<file path="config.mk">
export PLATFORM = sky130hd
export DESIGN_NAME = irq_ctrl_top
export DESIGN_NICKNAME = d
export VERILOG_FILES = /design/src/inc/irq_ctrl_pkg.sv /design/src/irq_ctrl_top.sv /design/src/ext_line_sense.sv /design/src/irq_arbiter.sv
export VERILOG_INCLUDE_DIRS = /design/src /design/src/inc
export SDC_FILE = /design/constraint.sdc
export NUM_CORES = 1
export LEC_CHECK = 0
export BUFFER_PORTS_ARGS = -buffer_cell sky130_fd_sc_hd__buf_2
export CORE_MARGIN = 5
export CORE_UTILIZATION = 35
export CTS_BUF_LIST = sky130_fd_sc_hd__clkbuf_4
export DETAILED_ROUTE_END_ITERATION = 7
export GPL_TIMING_DRIVEN = 0
export HOLD_SLACK_MARGIN = 0.12
export PLACE_DENSITY_LB_ADDON = 0.08
export SYNTH_ARGS = -nofsm -noshare
export SYNTH_HDL_FRONTEND = slang
export SYNTH_HIERARCHICAL = 1
export SYNTH_SLANG_ARGS = --single-unit
</file>
<file path="constraint.sdc">
create_clock -name sys_clk -period 9.2 [get_ports sys_clk]
set_clock_uncertainty 0.15 [all_clocks]
set_input_delay 1.84 -clock sys_clk [delete_from_list [all_inputs] [get_ports sys_clk]]
set_output_delay 1.84 -clock sys_clk [all_outputs]
set_load 0.02 [all_outputs]
</file>
<file path="src/inc/irq_ctrl_defines.svh">
// Offsets, field positions, reset values and timing counts of the interrupt controller
`ifndef IRQ_CTRL_DEFINES_SVH
`define IRQ_CTRL_DEFINES_SVH

// Register byte addresses
`define OFS_ENABLE_MASK    8'ha8
`define OFS_PRIORITY_BASE  8'hb8
`define OFS_ENABLE_EXT     8'he6
`define OFS_PRIORITY_EXT   8'hf6
`define OFS_EXT_CONFIG     8'he4
`define OFS_PENDING        8'h00
`define OFS_SEQ_STATUS     8'h04
`define OFS_SW_TRIGGER     8'h08
`define OFS_TRIGGER_TYPE   8'h0c

// Reset values
`define RST_ENABLE_MASK    8'h00
`define RST_PRIORITY       8'h00
`define RST_EXT_CONFIG     8'h01
`define RST_TRIGGER_TYPE   2'h0

// Field positions
`define BIT_GLOBAL_EN      7
`define BIT_SPARE_FLAG     6
`define BIT_EXT0_POL       3
`define BIT_EXT1_POL       7
`define ALWAYS_ONE_BASE    8'hc0
`define ALWAYS_ONE_EXT     8'hc0

// Source order indices
`define SRC_EXT0           0
`define SRC_TIMER0         1
`define SRC_EXT1           2
`define SRC_TIMER1         3
`define NUM_SRC            12

// Vectors
`define VEC_RESET          16'h0000
`define VEC_BASE           16'h0003
`define VEC_STEP           16'h0008

// Timing in system clock cycles
`define DETECT_CYCLES      3'h1
`define CALL_CYCLES        3'h4
`define RETI_CYCLES        3'h5
`define DIV_CYCLES         4'h8
`define MIN_LATENCY        5
`define MAX_LATENCY        18

`endif

</file>
<file path="src/inc/irq_ctrl_pkg.sv">
// Types shared by the interrupt controller modules
package irq_ctrl_pkg;

	// Sequencer states
	typedef enum logic [1:0] {
		SEQ_RUN   = 2'b00,
		SEQ_CALL  = 2'b01,
		SEQ_AFTER = 2'b10
	} seq_state_t;

	// One vector call toward the core
	typedef struct packed {
		logic        valid;
		logic [3:0]  source;
		logic        high;
		logic [15:0] addr;
	} vector_call_t;

	// Per external line configuration
	typedef struct packed {
		logic       polarity;
		logic       trigger;
		logic [2:0] pinSel;
	} ext_cfg_t;

endpackage : irq_ctrl_pkg

</file>
<file path="src/irq_ctrl_top.sv">
// Two-level vectored interrupt controller with AHB-Lite register slave
//
// Operation
// - Trigger bit selects edge; polarity selects level
// - External lines observe selected pin passively
// - Edge pending cleared when CPU vectors
// - Level pending mirrors active input level
// - Per-source priority bit, reset low
// - High preempts low; high never preempted
// - Higher level first, then lower index
// - Vectors 0x0003 plus eight times order
// - Sample and resolve requests every cycle
// - Minimum latency five clocks
// - One instruction after return before call
// - Worst latency eighteen clocks
// - Equal or higher active blocks new requests
// - Hardware clears edge-mode externals and timers 0/1
// - Global enable gates every source
// - Base enable bits five to zero
// - Base enable bit six plain flag
// - Extended registers hold six peripheral bits
// - Pending set regardless of enables
// - Software setting pending raises request except on level-mode external lines
// - Pending after return raises new request
//
// The AHB-Lite slave port is this design's own decision.
`timescale 1ns/100ps
`default_nettype none
`include "irq_ctrl_defines.svh"

module irq_ctrl_top
	import irq_ctrl_pkg::*;
(
	input  wire logic        sys_clk,
	input  wire logic        rst,
	// AHB-Lite slave
	input  wire logic        hsel,
	input  wire logic [31:0] haddr,
	input  wire logic [1:0]  htrans,
	input  wire logic        hwrite,
	input  wire logic [2:0]  hsize,
	input  wire logic [31:0] hwdata,
	input  wire logic        hready,
	output logic [31:0]      hrdata,
	output logic             hreadyout,
	output logic             hresp,
	// Port pins watched by external lines
	input  wire logic [7:0]  portPins,
	// Flags of timers and peripherals (order 1,3..11 used)
	input  wire logic        timer0_overflow_flag,
	input  wire logic        timer1_overflow_flag,
	input  wire logic [9:0]  periphPending,
	// Core handshake
	input  wire logic        instrDone,
	input  wire logic        retiDone,
	output logic [15:0]      vectorAddr,
	output logic             vectorCall,
	output logic             vectorHigh
);

	//**********************************************************
	// Register storage
	//**********************************************************
	logic [7:0]  irq_enable_mask_ff;
	logic [5:0]  priority_reg_base_ff;
	logic [5:0]  enable_reg_ext_ff;
	logic [5:0]  priority_reg_ext_ff;
	logic [7:0]  ext_line_config_reg_ff;
	logic [1:0]  trigger_type_ff;
	logic [1:0]  timerFlag_ff;
	logic        wrPend_ff;
	logic [7:0]  wrAddr_ff;
	logic [31:0] hrdata_ff;
	logic [31:0] nxt_hrdata;

	//**********************************************************
	// Sequencer state
	//**********************************************************
	seq_state_t  state_ff;
	seq_state_t  nxt_state;
	logic [1:0]  callCnt_ff;
	logic        inLow_ff;
	logic        inHigh_ff;
	logic        lowSaved_ff;
	logic [15:0] vectorAddr_ff;
	logic        vectorCall_ff;
	logic        vectorHigh_ff;
	logic [3:0]  callSrc_ff;

	wire logic        addrPhase = hsel & hready & htrans[1];
	wire logic        doWrite   = wrPend_ff;
	wire logic [7:0]  wb        = hwdata[7:0];

	// Address decode for writes in the data phase
	wire logic wrIe   = doWrite && (wrAddr_ff == `OFS_ENABLE_MASK);
	wire logic wrIp   = doWrite && (wrAddr_ff == `OFS_PRIORITY_BASE);
	wire logic wrEie  = doWrite && (wrAddr_ff == `OFS_ENABLE_EXT);
	wire logic wrEip  = doWrite && (wrAddr_ff == `OFS_PRIORITY_EXT);
	wire logic wrCfg  = doWrite && (wrAddr_ff == `OFS_EXT_CONFIG);
	wire logic wrTrig = doWrite && (wrAddr_ff == `OFS_TRIGGER_TYPE);
	wire logic wrSw   = doWrite && (wrAddr_ff == `OFS_SW_TRIGGER);

	// Software trigger writes one per source bit
	wire logic [11:0] swSet = wrSw ? hwdata[11:0] : 12'h000;

	//**********************************************************
	// External lines and pending vector
	//**********************************************************
	logic [1:0]  extPending;
	logic        ackExt0;
	logic        ackExt1;
	logic        ackTmr0;
	logic        ackTmr1;
	logic        canTake;
	logic        found;
	logic        foundHigh;
	logic [3:0]  winner;
	wire  logic  callFire = (state_ff == SEQ_RUN) && canTake && instrDone;

	wire ext_cfg_t cfg0 = '{polarity: ext_line_config_reg_ff[`BIT_EXT0_POL],
		trigger: trigger_type_ff[0], pinSel: ext_line_config_reg_ff[2:0]};
	wire ext_cfg_t cfg1 = '{polarity: ext_line_config_reg_ff[`BIT_EXT1_POL],
		trigger: trigger_type_ff[1], pinSel: ext_line_config_reg_ff[6:4]};

	// Hardware clears on vectoring for edge-mode externals and timers 0/1
	assign ackExt0 = callFire && (winner == 4'(`SRC_EXT0));
	assign ackTmr0 = callFire && (winner == 4'(`SRC_TIMER0));
	assign ackExt1 = callFire && (winner == 4'(`SRC_EXT1));
	assign ackTmr1 = callFire && (winner == 4'(`SRC_TIMER1));

	ext_line_sense u_ext0 (
		.sys_clk  (sys_clk),
		.rst      (rst),
		.portPins (portPins),
		.cfg      (cfg0),
		.ackClear (ackExt0),
		.swSet    (swSet[`SRC_EXT0]),
		.pending  (extPending[0])
	);

	ext_line_sense u_ext1 (
		.sys_clk  (sys_clk),
		.rst      (rst),
		.portPins (portPins),
		.cfg      (cfg1),
		.ackClear (ackExt1),
		.swSet    (swSet[`SRC_EXT1]),
		.pending  (extPending[1])
	);

	// Timer flags held here; a new overflow beats the vector clear
	always_ff @(posedge sys_clk or posedge rst) begin
		if (rst)
			timerFlag_ff <= 2'h0;
		else
			timerFlag_ff <= {timer1_overflow_flag | swSet[`SRC_TIMER1] | (timerFlag_ff[1] & ~ackTmr1),
				timer0_overflow_flag | swSet[`SRC_TIMER0] | (timerFlag_ff[0] & ~ackTmr0)};
	end

	// Pending in order 0..11; peripheral flags not cleared here
	wire logic [11:0] pending = {periphPending[9:2] | swSet[11:4],
		timerFlag_ff[1], extPending[1], timerFlag_ff[0], extPending[0]};

	// Enable and priority per source
	wire logic [11:0] srcEnable = {enable_reg_ext_ff, irq_enable_mask_ff[5:0]};
	wire logic [11:0] srcHigh   = {priority_reg_ext_ff, priority_reg_base_ff};

	// Global enable gates all; bit six ignored
	wire logic [11:0] request = irq_enable_mask_ff[`BIT_GLOBAL_EN] ?
		(pending & srcEnable) : 12'h000;

	// Resolved combinationally every clock
	irq_arbiter u_arb (
		.request   (request),
		.highPrio  (srcHigh),
		.found     (found),
		.foundHigh (foundHigh),
		.winner    (winner)
	);

	// High preempts low, nothing preempts high
	assign canTake = found && !inHigh_ff && (foundHigh || !inLow_ff);

	//**********************************************************
	// Vector call sequencer
	//**********************************************************
	// Call lasts four cycles after detection
	always_comb begin
		nxt_state = state_ff;
		case (state_ff)
			SEQ_RUN: begin
				if (callFire)
					nxt_state = SEQ_CALL;
				else if (retiDone && (inLow_ff || inHigh_ff))
					nxt_state = SEQ_AFTER;
			end
			SEQ_CALL: begin
				if (callCnt_ff == 2'h3)
					nxt_state = SEQ_RUN;
			end
			SEQ_AFTER: begin
				// One instruction after return before a new call
				if (instrDone)
					nxt_state = SEQ_RUN;
			end
			default: nxt_state = SEQ_RUN;
		endcase
	end

	always_ff @(posedge sys_clk or posedge rst) begin
		if (rst) begin
			state_ff   <= SEQ_RUN;
			callCnt_ff <= 2'h0;
		end else begin
			state_ff   <= nxt_state;
			callCnt_ff <= (state_ff == SEQ_CALL) ? callCnt_ff + 2'h1 : 2'h0;
		end
	end

	// Active level tracking; return pops the highest active level
	always_ff @(posedge sys_clk or posedge rst) begin
		if (rst) begin
			inLow_ff    <= 1'b0;
			inHigh_ff   <= 1'b0;
			lowSaved_ff <= 1'b0;
		end else if (callFire) begin
			inHigh_ff   <= foundHigh;
			inLow_ff    <= inLow_ff | ~foundHigh;
			lowSaved_ff <= inLow_ff;
		end else if (state_ff == SEQ_RUN && retiDone) begin
			if (inHigh_ff)
				inHigh_ff <= 1'b0;
			else
				inLow_ff <= 1'b0;
		end
	end

	// Vector outputs; reset vector 0x0000
	always_ff @(posedge sys_clk or posedge rst) begin
		if (rst) begin
			vectorAddr_ff <= `VEC_RESET;
			vectorCall_ff <= 1'b0;
			vectorHigh_ff <= 1'b0;
			callSrc_ff    <= 4'h0;
		end else begin
			vectorCall_ff <= callFire;
			if (callFire) begin
				vectorAddr_ff <= `VEC_BASE + (`VEC_STEP * {12'h000, winner});
				vectorHigh_ff <= foundHigh;
				callSrc_ff    <= winner;
			end
		end
	end

	assign vectorAddr = vectorAddr_ff;
	assign vectorCall = vectorCall_ff;
	assign vectorHigh = vectorHigh_ff;

	//**********************************************************
	// Register file and bus slave
	//**********************************************************
	// Capture address phase, write happens next cycle
	always_ff @(posedge sys_clk or posedge rst) begin
		if (rst) begin
			wrPend_ff <= 1'b0;
			wrAddr_ff <= 8'h00;
			hrdata_ff <= 32'h0;
		end else begin
			wrPend_ff <= addrPhase & hwrite;
			wrAddr_ff <= haddr[7:0];
			hrdata_ff <= (addrPhase & ~hwrite) ? nxt_hrdata : hrdata_ff;
		end
	end

	// Register writes; priority bits reset low
	always_ff @(posedge sys_clk or posedge rst) begin
		if (rst) begin
			irq_enable_mask_ff     <= `RST_ENABLE_MASK;
			priority_reg_base_ff   <= 6'(`RST_PRIORITY);
			enable_reg_ext_ff      <= 6'h00;
			priority_reg_ext_ff    <= 6'(`RST_PRIORITY);
			ext_line_config_reg_ff <= `RST_EXT_CONFIG;
			trigger_type_ff        <= `RST_TRIGGER_TYPE;
		end else begin
			if (wrIe)
				irq_enable_mask_ff <= wb;
			if (wrIp)
				priority_reg_base_ff <= wb[5:0];
			if (wrEie)
				enable_reg_ext_ff <= wb[5:0];
			if (wrEip)
				priority_reg_ext_ff <= wb[5:0];
			if (wrCfg)
				ext_line_config_reg_ff <= wb;
			if (wrTrig)
				trigger_type_ff <= wb[1:0];
		end
	end

	// Read mux; unmapped reads zero
	wire logic [7:0] ra = haddr[7:0];
	always_comb begin
		if (ra == `OFS_ENABLE_MASK)
			nxt_hrdata = {24'h0, irq_enable_mask_ff};
		else if (ra == `OFS_PRIORITY_BASE)
			nxt_hrdata = {24'h0, `ALWAYS_ONE_BASE | {2'b00, priority_reg_base_ff}};
		else if (ra == `OFS_ENABLE_EXT)
			nxt_hrdata = {24'h0, 2'b00, enable_reg_ext_ff};
		else if (ra == `OFS_PRIORITY_EXT)
			nxt_hrdata = {24'h0, `ALWAYS_ONE_EXT | {2'b00, priority_reg_ext_ff}};
		else if (ra == `OFS_EXT_CONFIG)
			nxt_hrdata = {24'h0, ext_line_config_reg_ff};
		else if (ra == `OFS_TRIGGER_TYPE)
			nxt_hrdata = {30'h0, trigger_type_ff};
		else if (ra == `OFS_PENDING)
			nxt_hrdata = {20'h0, pending};
		else if (ra == `OFS_SEQ_STATUS)
			nxt_hrdata = {22'h0, callSrc_ff, state_ff, inHigh_ff, inLow_ff, 2'h0};
		else
			nxt_hrdata = 32'h0;
	end

	assign hrdata    = hrdata_ff;
	assign hreadyout = 1'b1;
	assign hresp     = 1'b0;

	//**********************************************************
	// Checks
	//**********************************************************
	AST_GLOBAL_GATE: assert property (@(posedge sys_clk) disable iff (rst)
		!irq_enable_mask_ff[7] |-> !callFire) else $error("call with global enable off");
	AST_HIGH_NOT_PREEMPTED: assert property (@(posedge sys_clk) disable iff (rst)
		inHigh_ff |-> !callFire) else $error("high routine preempted");
	AST_VECTOR_ADDR: assert property (@(posedge sys_clk) disable iff (rst)
		callFire |=> vectorAddr == 16'h0003 + {9'h0, $past(winner), 3'h0})
		else $error("wrong vector");
	AST_CALL_LEN: assert property (@(posedge sys_clk) disable iff (rst)
		callFire |=> (state_ff == SEQ_CALL) [*4] ##1 (state_ff == SEQ_RUN))
		else $error("call not four cycles");
	AST_ONE_AFTER: assert property (@(posedge sys_clk) disable iff (rst)
		(state_ff == SEQ_AFTER) |-> !callFire) else $error("call before next instruction");
	AST_HIGH_FIRST: assert property (@(posedge sys_clk) disable iff (rst)
		(callFire && |(request & srcHigh)) |-> srcHigh[winner]) else $error("low beat high");
	AST_EDGE_CLEAR: assert property (@(posedge sys_clk) disable iff (rst)
		(ackExt0 && trigger_type_ff[0] && !u_ext0.rise && !swSet[0]) |=> !extPending[0])
		else $error("edge flag not cleared");
	AST_TMR_CLEAR: assert property (@(posedge sys_clk) disable iff (rst)
		(ackTmr0 && !timer0_overflow_flag && !swSet[1]) |=> !timerFlag_ff[0])
		else $error("timer flag not cleared");
	AST_LOW_BLOCK: assert property (@(posedge sys_clk) disable iff (rst)
		(inLow_ff && !foundHigh) |-> !callFire) else $error("equal level preempted");

endmodule : irq_ctrl_top
`default_nettype wire

</file>
<file path="src/ext_line_sense.sv">
// External interrupt line: pin select, sync, polarity, edge or level detect
`timescale 1ns/100ps
`default_nettype none
`include "irq_ctrl_defines.svh"

module ext_line_sense
	import irq_ctrl_pkg::*;
(
	input  wire logic       sys_clk,
	input  wire logic       rst,
	input  wire logic [7:0] portPins,
	input  wire ext_cfg_t   cfg,
	input  wire logic       ackClear,
	input  wire logic       swSet,
	output logic            pending
);

	logic syncA_ff;
	logic syncB_ff;
	logic prev_ff;
	logic edgeFlag_ff;
	logic nxt_edgeFlag;
	logic active;
	logic rise;

	// Pin is only observed, never driven
	wire logic selPin = portPins[cfg.pinSel];

	// Two-stage synchroniser before polarity and edge logic
	// Reset to the idle level of an active-low line so no false edge follows reset
	always_ff @(posedge sys_clk or posedge rst) begin
		if (rst) begin
			syncA_ff <= 1'b1;
			syncB_ff <= 1'b1;
			prev_ff  <= 1'b0;
		end else begin
			syncA_ff <= selPin;
			syncB_ff <= syncA_ff;
			prev_ff  <= active;
		end
	end

	// Polarity 0 active low, 1 active high
	assign active = cfg.polarity ? syncB_ff : ~syncB_ff;
	assign rise   = active & ~prev_ff;

	// Edge flag: set wins over hardware clear on vectoring
	// Held clear in level mode so a stale edge cannot surface on a mode change
	assign nxt_edgeFlag = cfg.trigger & (rise | swSet | (edgeFlag_ff & ~ackClear));

	always_ff @(posedge sys_clk or posedge rst) begin
		if (rst)
			edgeFlag_ff <= 1'b0;
		else
			edgeFlag_ff <= nxt_edgeFlag;
	end

	// Trigger 1 edge, 0 level follows input
	assign pending = cfg.trigger ? edgeFlag_ff : active;

endmodule : ext_line_sense
`default_nettype wire

</file>
<file path="src/irq_arbiter.sv">
// Fixed-order two-level priority resolver over twelve sources
`timescale 1ns/100ps
`default_nettype none
`include "irq_ctrl_defines.svh"

module irq_arbiter
	import irq_ctrl_pkg::*;
(
	input  wire logic [11:0] request,
	input  wire logic [11:0] highPrio,
	output logic             found,
	output logic             foundHigh,
	output logic [3:0]       winner
);

	// Lowest index set bit
	function automatic logic [3:0] firstSet(input logic [11:0] v);
		logic [3:0] idx;
		idx = 4'h0;
		for (int i = 11; i >= 0; i--) begin
			if (v[i])
				idx = 4'(i);
		end
		return idx;
	endfunction : firstSet

	wire logic [11:0] hiReq = request & highPrio;
	wire logic [11:0] loReq = request & ~highPrio;

	// High level first, then fixed order
	assign found     = |request;
	assign foundHigh = |hiReq;
	assign winner    = (|hiReq) ? firstSet(hiReq) : firstSet(loReq);

endmodule : irq_arbiter
`default_nettype wire

</file>
* Word level (Yosys, flattened, before mapping)
Cells that the tools add are included.
** Storage, ports and cells
- Logic and storage cells :: 173
- Bits in registers :: 115
- Output and inout bits :: 52
** Operators by class
- Bitwise gates (word level) :: 36
- Muxes and demuxes :: 54
- $lt $le $gt $ge :: 2
- Equality and inequality tests :: 24
- Reduce and logical (&&, ||, !) cells :: 29
- $add $sub $neg :: 2
** Operators by type and width (count)
- 4-bit two-way mux :: 25
- 12-bit two-way mux :: 8
- 8-bit == test, second input constant :: 10
- 12-bit AND :: 3
- 32-bit two-way mux :: 1
- 8-bit by 4-bit == test with 1-bit output, second input constant :: 3
- 12-bit OR reduction :: 2
- 1-bit logical AND :: 17
- 1-bit AND :: 12
- 12-bit inverter :: 1
- 1-bit two-way mux :: 11
- 10-bit two-way mux :: 1
- 2-bit two-way mux :: 5
- 1-bit inverter :: 10
- 1-bit OR :: 9
- 2-bit by 7-bit adder with 8-bit output, first input constant :: 1
- 4-bit by 2-bit == test with 1-bit output, second input constant :: 2
- 8-bit by 3-bit == test with 1-bit output, second input constant :: 1
- 8-bit logical NOT :: 1
- 3-bit by 4-bit < comparator with 1-bit output, second input constant :: 2
- 8-bit OR :: 1
- 1-bit binary-select mux with 3-bit select :: 2
- 2-bit case mux with 3 select lines :: 1
- 2-bit == test, second input constant :: 2
- 13 further kinds :: 16

* Logic depth before layout (Yosys ltp)
- Word-level depth :: 26
- Gate-level depth with buffers :: 16

* Hierarchy
The synthesis kept the hierarchy.
** By module, submodules not included
- irq_ctrl_top :: area each 3822.4 sq um, instances 1, seq. area each 1803.0 sq um, cells each 358
- irq_arbiter :: area each 444.2 sq um, instances 1, seq. area each 0.0 sq um, cells each 67
- ext_line_sense :: area each 210.2 sq um, instances 2, seq. area each 102.6 sq um, cells each 15

* Worst setup path before layout
Ideal clock, no wire load.
- Kind :: input-to-reg
- Start point :: input port hwdata[4]
- End point :: register u_ext1.edgeFlag_ff
- Arrival :: 3908 ps
- Data required time :: 8926 ps
- Library setup time :: 124 ps
- Stages on the path :: 13
- Slack :: 5018 ps
- Path through :: a41oi_1 nor2_1 a22oi_2 nand4_2 nor2_4 inv_1 nor2b_1 nor4b_2 buf_2 nand2_1 nor3b_1 nor2b_1 o31a_1
** RTL lines
- from (decl) :: RTL line irq_ctrl_top.sv:42 : input wire logic [31:0] hwdata,
- 12-bit two-way mux :: RTL line irq_ctrl_top.sv:104 : wire logic [11:0] swSet = wrSw ? hwdata[11:0] : 12'h000;
- 8-bit OR :: RTL line irq_ctrl_top.sv:161 : wire logic [11:0] pending = {periphPending[9:2] | swSet[11:4],
- 12-bit AND :: RTL line irq_ctrl_top.sv:170 : (pending & srcEnable) : 12'h000;
- 12-bit two-way mux :: RTL line irq_ctrl_top.sv:169 : wire logic [11:0] request = irq_enable_mask_ff[`BIT_GLOBAL_EN] ?
- via request[4] :: RTL line irq_ctrl_top.sv:169
- 12-bit AND :: RTL line irq_arbiter.sv:27 : wire logic [11:0] hiReq = request & highPrio;
- 12-bit OR reduction :: RTL line irq_arbiter.sv:32 : assign foundHigh = |hiReq;
- via foundHigh :: RTL line irq_ctrl_top.sv:116 : logic foundHigh;
- [4 not listed]
- via callFire :: RTL line irq_ctrl_top.sv:118 : wire logic callFire = (state_ff == SEQ_RUN) && canTake && instrDone;
- 1-bit logical AND :: RTL line irq_ctrl_top.sv:128 : assign ackExt1 = callFire && (winner == 4'(`SRC_EXT1));
- via ackExt1 :: RTL line irq_ctrl_top.sv:111 : logic ackExt1;
- 1-bit inverter :: RTL line ext_line_sense.sv:49 : assign nxt_edgeFlag = cfg.trigger & (rise | swSet | (edgeFlag_ff & ~ackClear));
- 1-bit AND :: RTL line ext_line_sense.sv:49
- 1-bit OR :: RTL line ext_line_sense.sv:49
- 1-bit AND :: RTL line ext_line_sense.sv:49
- via u_ext1.nxt_edgeFlag :: RTL line ext_line_sense.sv:22 : logic nxt_edgeFlag;
- to (signal assigned) :: RTL line ext_line_sense.sv:55 : edgeFlag_ff <= nxt_edgeFlag;
- to (decl) :: RTL line ext_line_sense.sv:21 : logic edgeFlag_ff;
The timed path passes the listed nets, and every way through them passes these cells.
A chain may end at the register's enable or synchronous reset.

* Worst setup path in the final report
Ends and elaborated chain as after synthesis.

==> results.cfg <==
[yosys]
synth-seq-cells = 80
synth_area_mm2 = 0.00469
syn_inst = 455
ys_types = 75
yosysTopAreaCell = dfrtp_1
synth_warnings = 6
synth_top_area_share_pct = 40.0
synth-edff-count = 0
async_reset_ff_share_pct = 100
yosysSeqAreaShare_pct = 42.8
postSynthAreaPerCell_um2 = 10.3
synthTopCellsByArea = dfrtp_1, mux2_2, buf_4, nand2_1, dfstp_2
synth_top_flop_cell = dfrtp_1

[cts]
cts_buffers = 9
cts.path.max_buffers = 2
cts_tree = built
cts.sink_count = 80
clockRootBuffer = clkbuf_4
post_cts_buffers = 0
h-tree-depth = 3
clock_latency_ps = 460
cts_resized = 0
cts_hold_buf = 0
clkSlewWorstSetupHoldPaths_ps = 140

[detailed_routing]
viasPerCell = 5.22
drt_iter0_drc = 254
drt.antenna.violating_nets = 0
first_pass_iters = 7
wl_um = 14300
drc = 0
vias = 3880
wl_per_cell_um = 19.3

[critical_path]
critPathKind = input port to flop
worstPathArrival_ps = 5050
crit_path_start = hwdata[4]
cp-end-kind = flop
ff2ff_setup_slack_ps = 4480
cpMaxStageDelayCell = nor4b_2
crit_path_cell_trace = buf_2 -> a41oi_1 -> nor2_1 -> a22oi_2 -> nand4_2 -> nor2_4 -> inv_1 -> nor2b_1 -> nor4b_2 -> buf_2 -> nand2_1 -> nor3b_1 -> nor2b_1 -> o31a_1
max_stage_delay_ps = 540
cp.required_ps = 9400
startpoint_type = input port
rr_startpoint = wrAddr_ff[0]
path_max_fanout = 10
cpLargestDelayFamily = simple AND/OR/NAND/NOR gates
cp.depth = 14
critPathCapture = u_ext1/edgeFlag_ff
crit_buf_inv = 3
worstReg2RegEnd = u_ext1/edgeFlag_ff
rr_worst_depth = 16

[die]
ios = 148
die_h_um = 126
die_x_um = 126
coreArea_mm2 = 0.0132
rows = 42
dieArea_mm2 = 0.0158
start_util_pct = 35.5

[flow_run]
max_cap_viol_count = 0

[worst_hold_path]
hold_class = flop to flop

[grt]
grt_usage_pct = 18.2
antenna_found_initial = 0
grt_pass1_vias = 3847
overflow = 0
grt_max_degree = 53
grt_pass1_wl_um = 22200

[timing]
rsz0062_at_grt = no
slew_headroom_pct = 50.9
hold_viol = 0
tightest_slew_ps = 730
min_period_over_period_pct = 52.7
setup_violations = 0
hold_slack_ps = 217
finalMaxSlewViolations = 0
final.setup.tns_ps = 0
finalCriticalPeriod_ps = 4850
fmax_ghz = 0.206
timing.final.ws_setup_ps = 4350

[pwr]
p_per_area_mw_per_mm2 = 131
p_leak_nw = 2.58
ir_drop_v = 0.0000750

[placement]
dpl.hpwl_um = 11500
gp_congestion = 0.903
post-place-ws_ps = 3900
portBuffers = 65

[run_status]
status = finished, final reports clean

[final_layout]
drive_above_1_share_pct = 35.3
antenna_cells = 0
layout.nets = 659
syn_to_final_growth_pct = 17.8
worst register-to-register path: cells and delay by family, from the launching register on:
kind | cells | cell delay (ps)
flip-flops | 1 | 460
buffers and inverters | 3 | 700
AO/OA/AOI/OAI | 3 | 650
AND/OR/NAND/NOR | 10 | 2640
layer usage:
| layer | vias up | part of all wire, % | global-route usage, % |
|---|---|---|---|
| met5 | - | 0 | 0 |
| met4 | 0 | 1.4 | 5.74 |
| met3 | 18 | 7.7 | 4.32 |
| met2 | 155 | 45 | 27.4 |
| met1 | 1875 | 46 | 25.9 |
| li1 | 1832 | - | - |
through the flow:
stage	cell area, um^2	utilization, %	power (W)	std cells
global route	5520	41.9	0.000756	743
floorplan	4800	-	0.000463	485
CTS	5520	41.9	0.000729	743
detailed placement	5380	40.8	0.000505	727
finish	5520	41.9	0.000721	743
global placement	5350	40.5	0.000503	726
where the power goes:
part	internal [W]	leakage [nW]	switching [W]
registers	0.000371	1.01	0.0000163
clock network	0.0000855	0.0761	0.000137
logic	0.0000452	1.49	0.0000661
total	0.000502	2.58	0.000219
state kept, by name (all words and copies together) (netlist names), 4 cells and up:
name / flops
wrAddr_ff: 8
hrdata: 12
irq_enable_mask_ff: 8
ext_line_config_reg_ff: 8
callSrc_ff: 4
enable_reg_ext_ff: 6
priority_reg_base_ff: 6
priority_reg_ext_ff: 6
cells by family after synthesis:
| family | Yosys count | synth area share [%] |
|---|---|---|
| adder cells (fa/ha/maj) | 1 | 0.267 |
| AO/OA/AOI/OAI | 100 | 15.4 |
| AND/OR/NAND/NOR | 154 | 18.8 |
| buffers and inverters | 63 | 8.33 |
| XOR/XNOR | 3 | 0.561 |
| multiplexers | 52 | 13.7 |
| flip-flops | 80 | 42.8 |
| other | 2 | 0.160 |
cell usage in the layout, fill, tap and decap left out, drive strengths merged, types with 8 or more instances in the layout:
master,instances
a21oi,18
a22oi,10
and3,14
buf,108
clkbuf,14
conb,32
dfrtp,75
inv,17
mux2,44
nand2,42
nand3,9
nand4,8
nor2,31
nor2b,10
o21ai,17
cells in the mapped netlist, types with 6 or more instances:
library cell,number
mux2_2,44
buf_2,7
nand2b_1,6
buf_4,34
inv_1,15
dfrtp_1,75
and3_1,12
nor2_1,29
a22oi_1,7
nor2b_1,9
o21ai_0,9
o21ai_1,7
nor4_1,6
o221ai_1,6
nand3_1,9
nand2_1,42
a21oi_1,16
nand4_1,7
final cells by class:
class | count | area [um^2]
sequential | 80 | 2010
timing repair buffer | 66 | 353
tap | 176 | 220
buffer | 47 | 330
fill | 1337 | 7670
inverter | 16 | 62.6
multi-input combinational | 342 | 2400
clock buffer | 9 | 67.6
clock inverter | 7 | 78.8
worst min-delay path by stage:
stage / start / endpoint / slack [ps] / depth (start not counted)
after floorplan: u_ext0/syncA_ff / u_ext0/syncB_ff / 200 / 0
after global placement: u_ext1/syncA_ff / u_ext1/syncB_ff / 200 / 0
after detailed placement: u_ext0/syncA_ff / u_ext0/syncB_ff / 200 / 0
after CTS: u_ext1/syncA_ff / u_ext1/syncB_ff / 220 / 0
after global routing: u_ext1/syncA_ff / u_ext1/syncB_ff / 230 / 0
final: u_ext0/syncA_ff / u_ext0/syncB_ff / 220 / 0
Power figures use the tool's default switching activity.
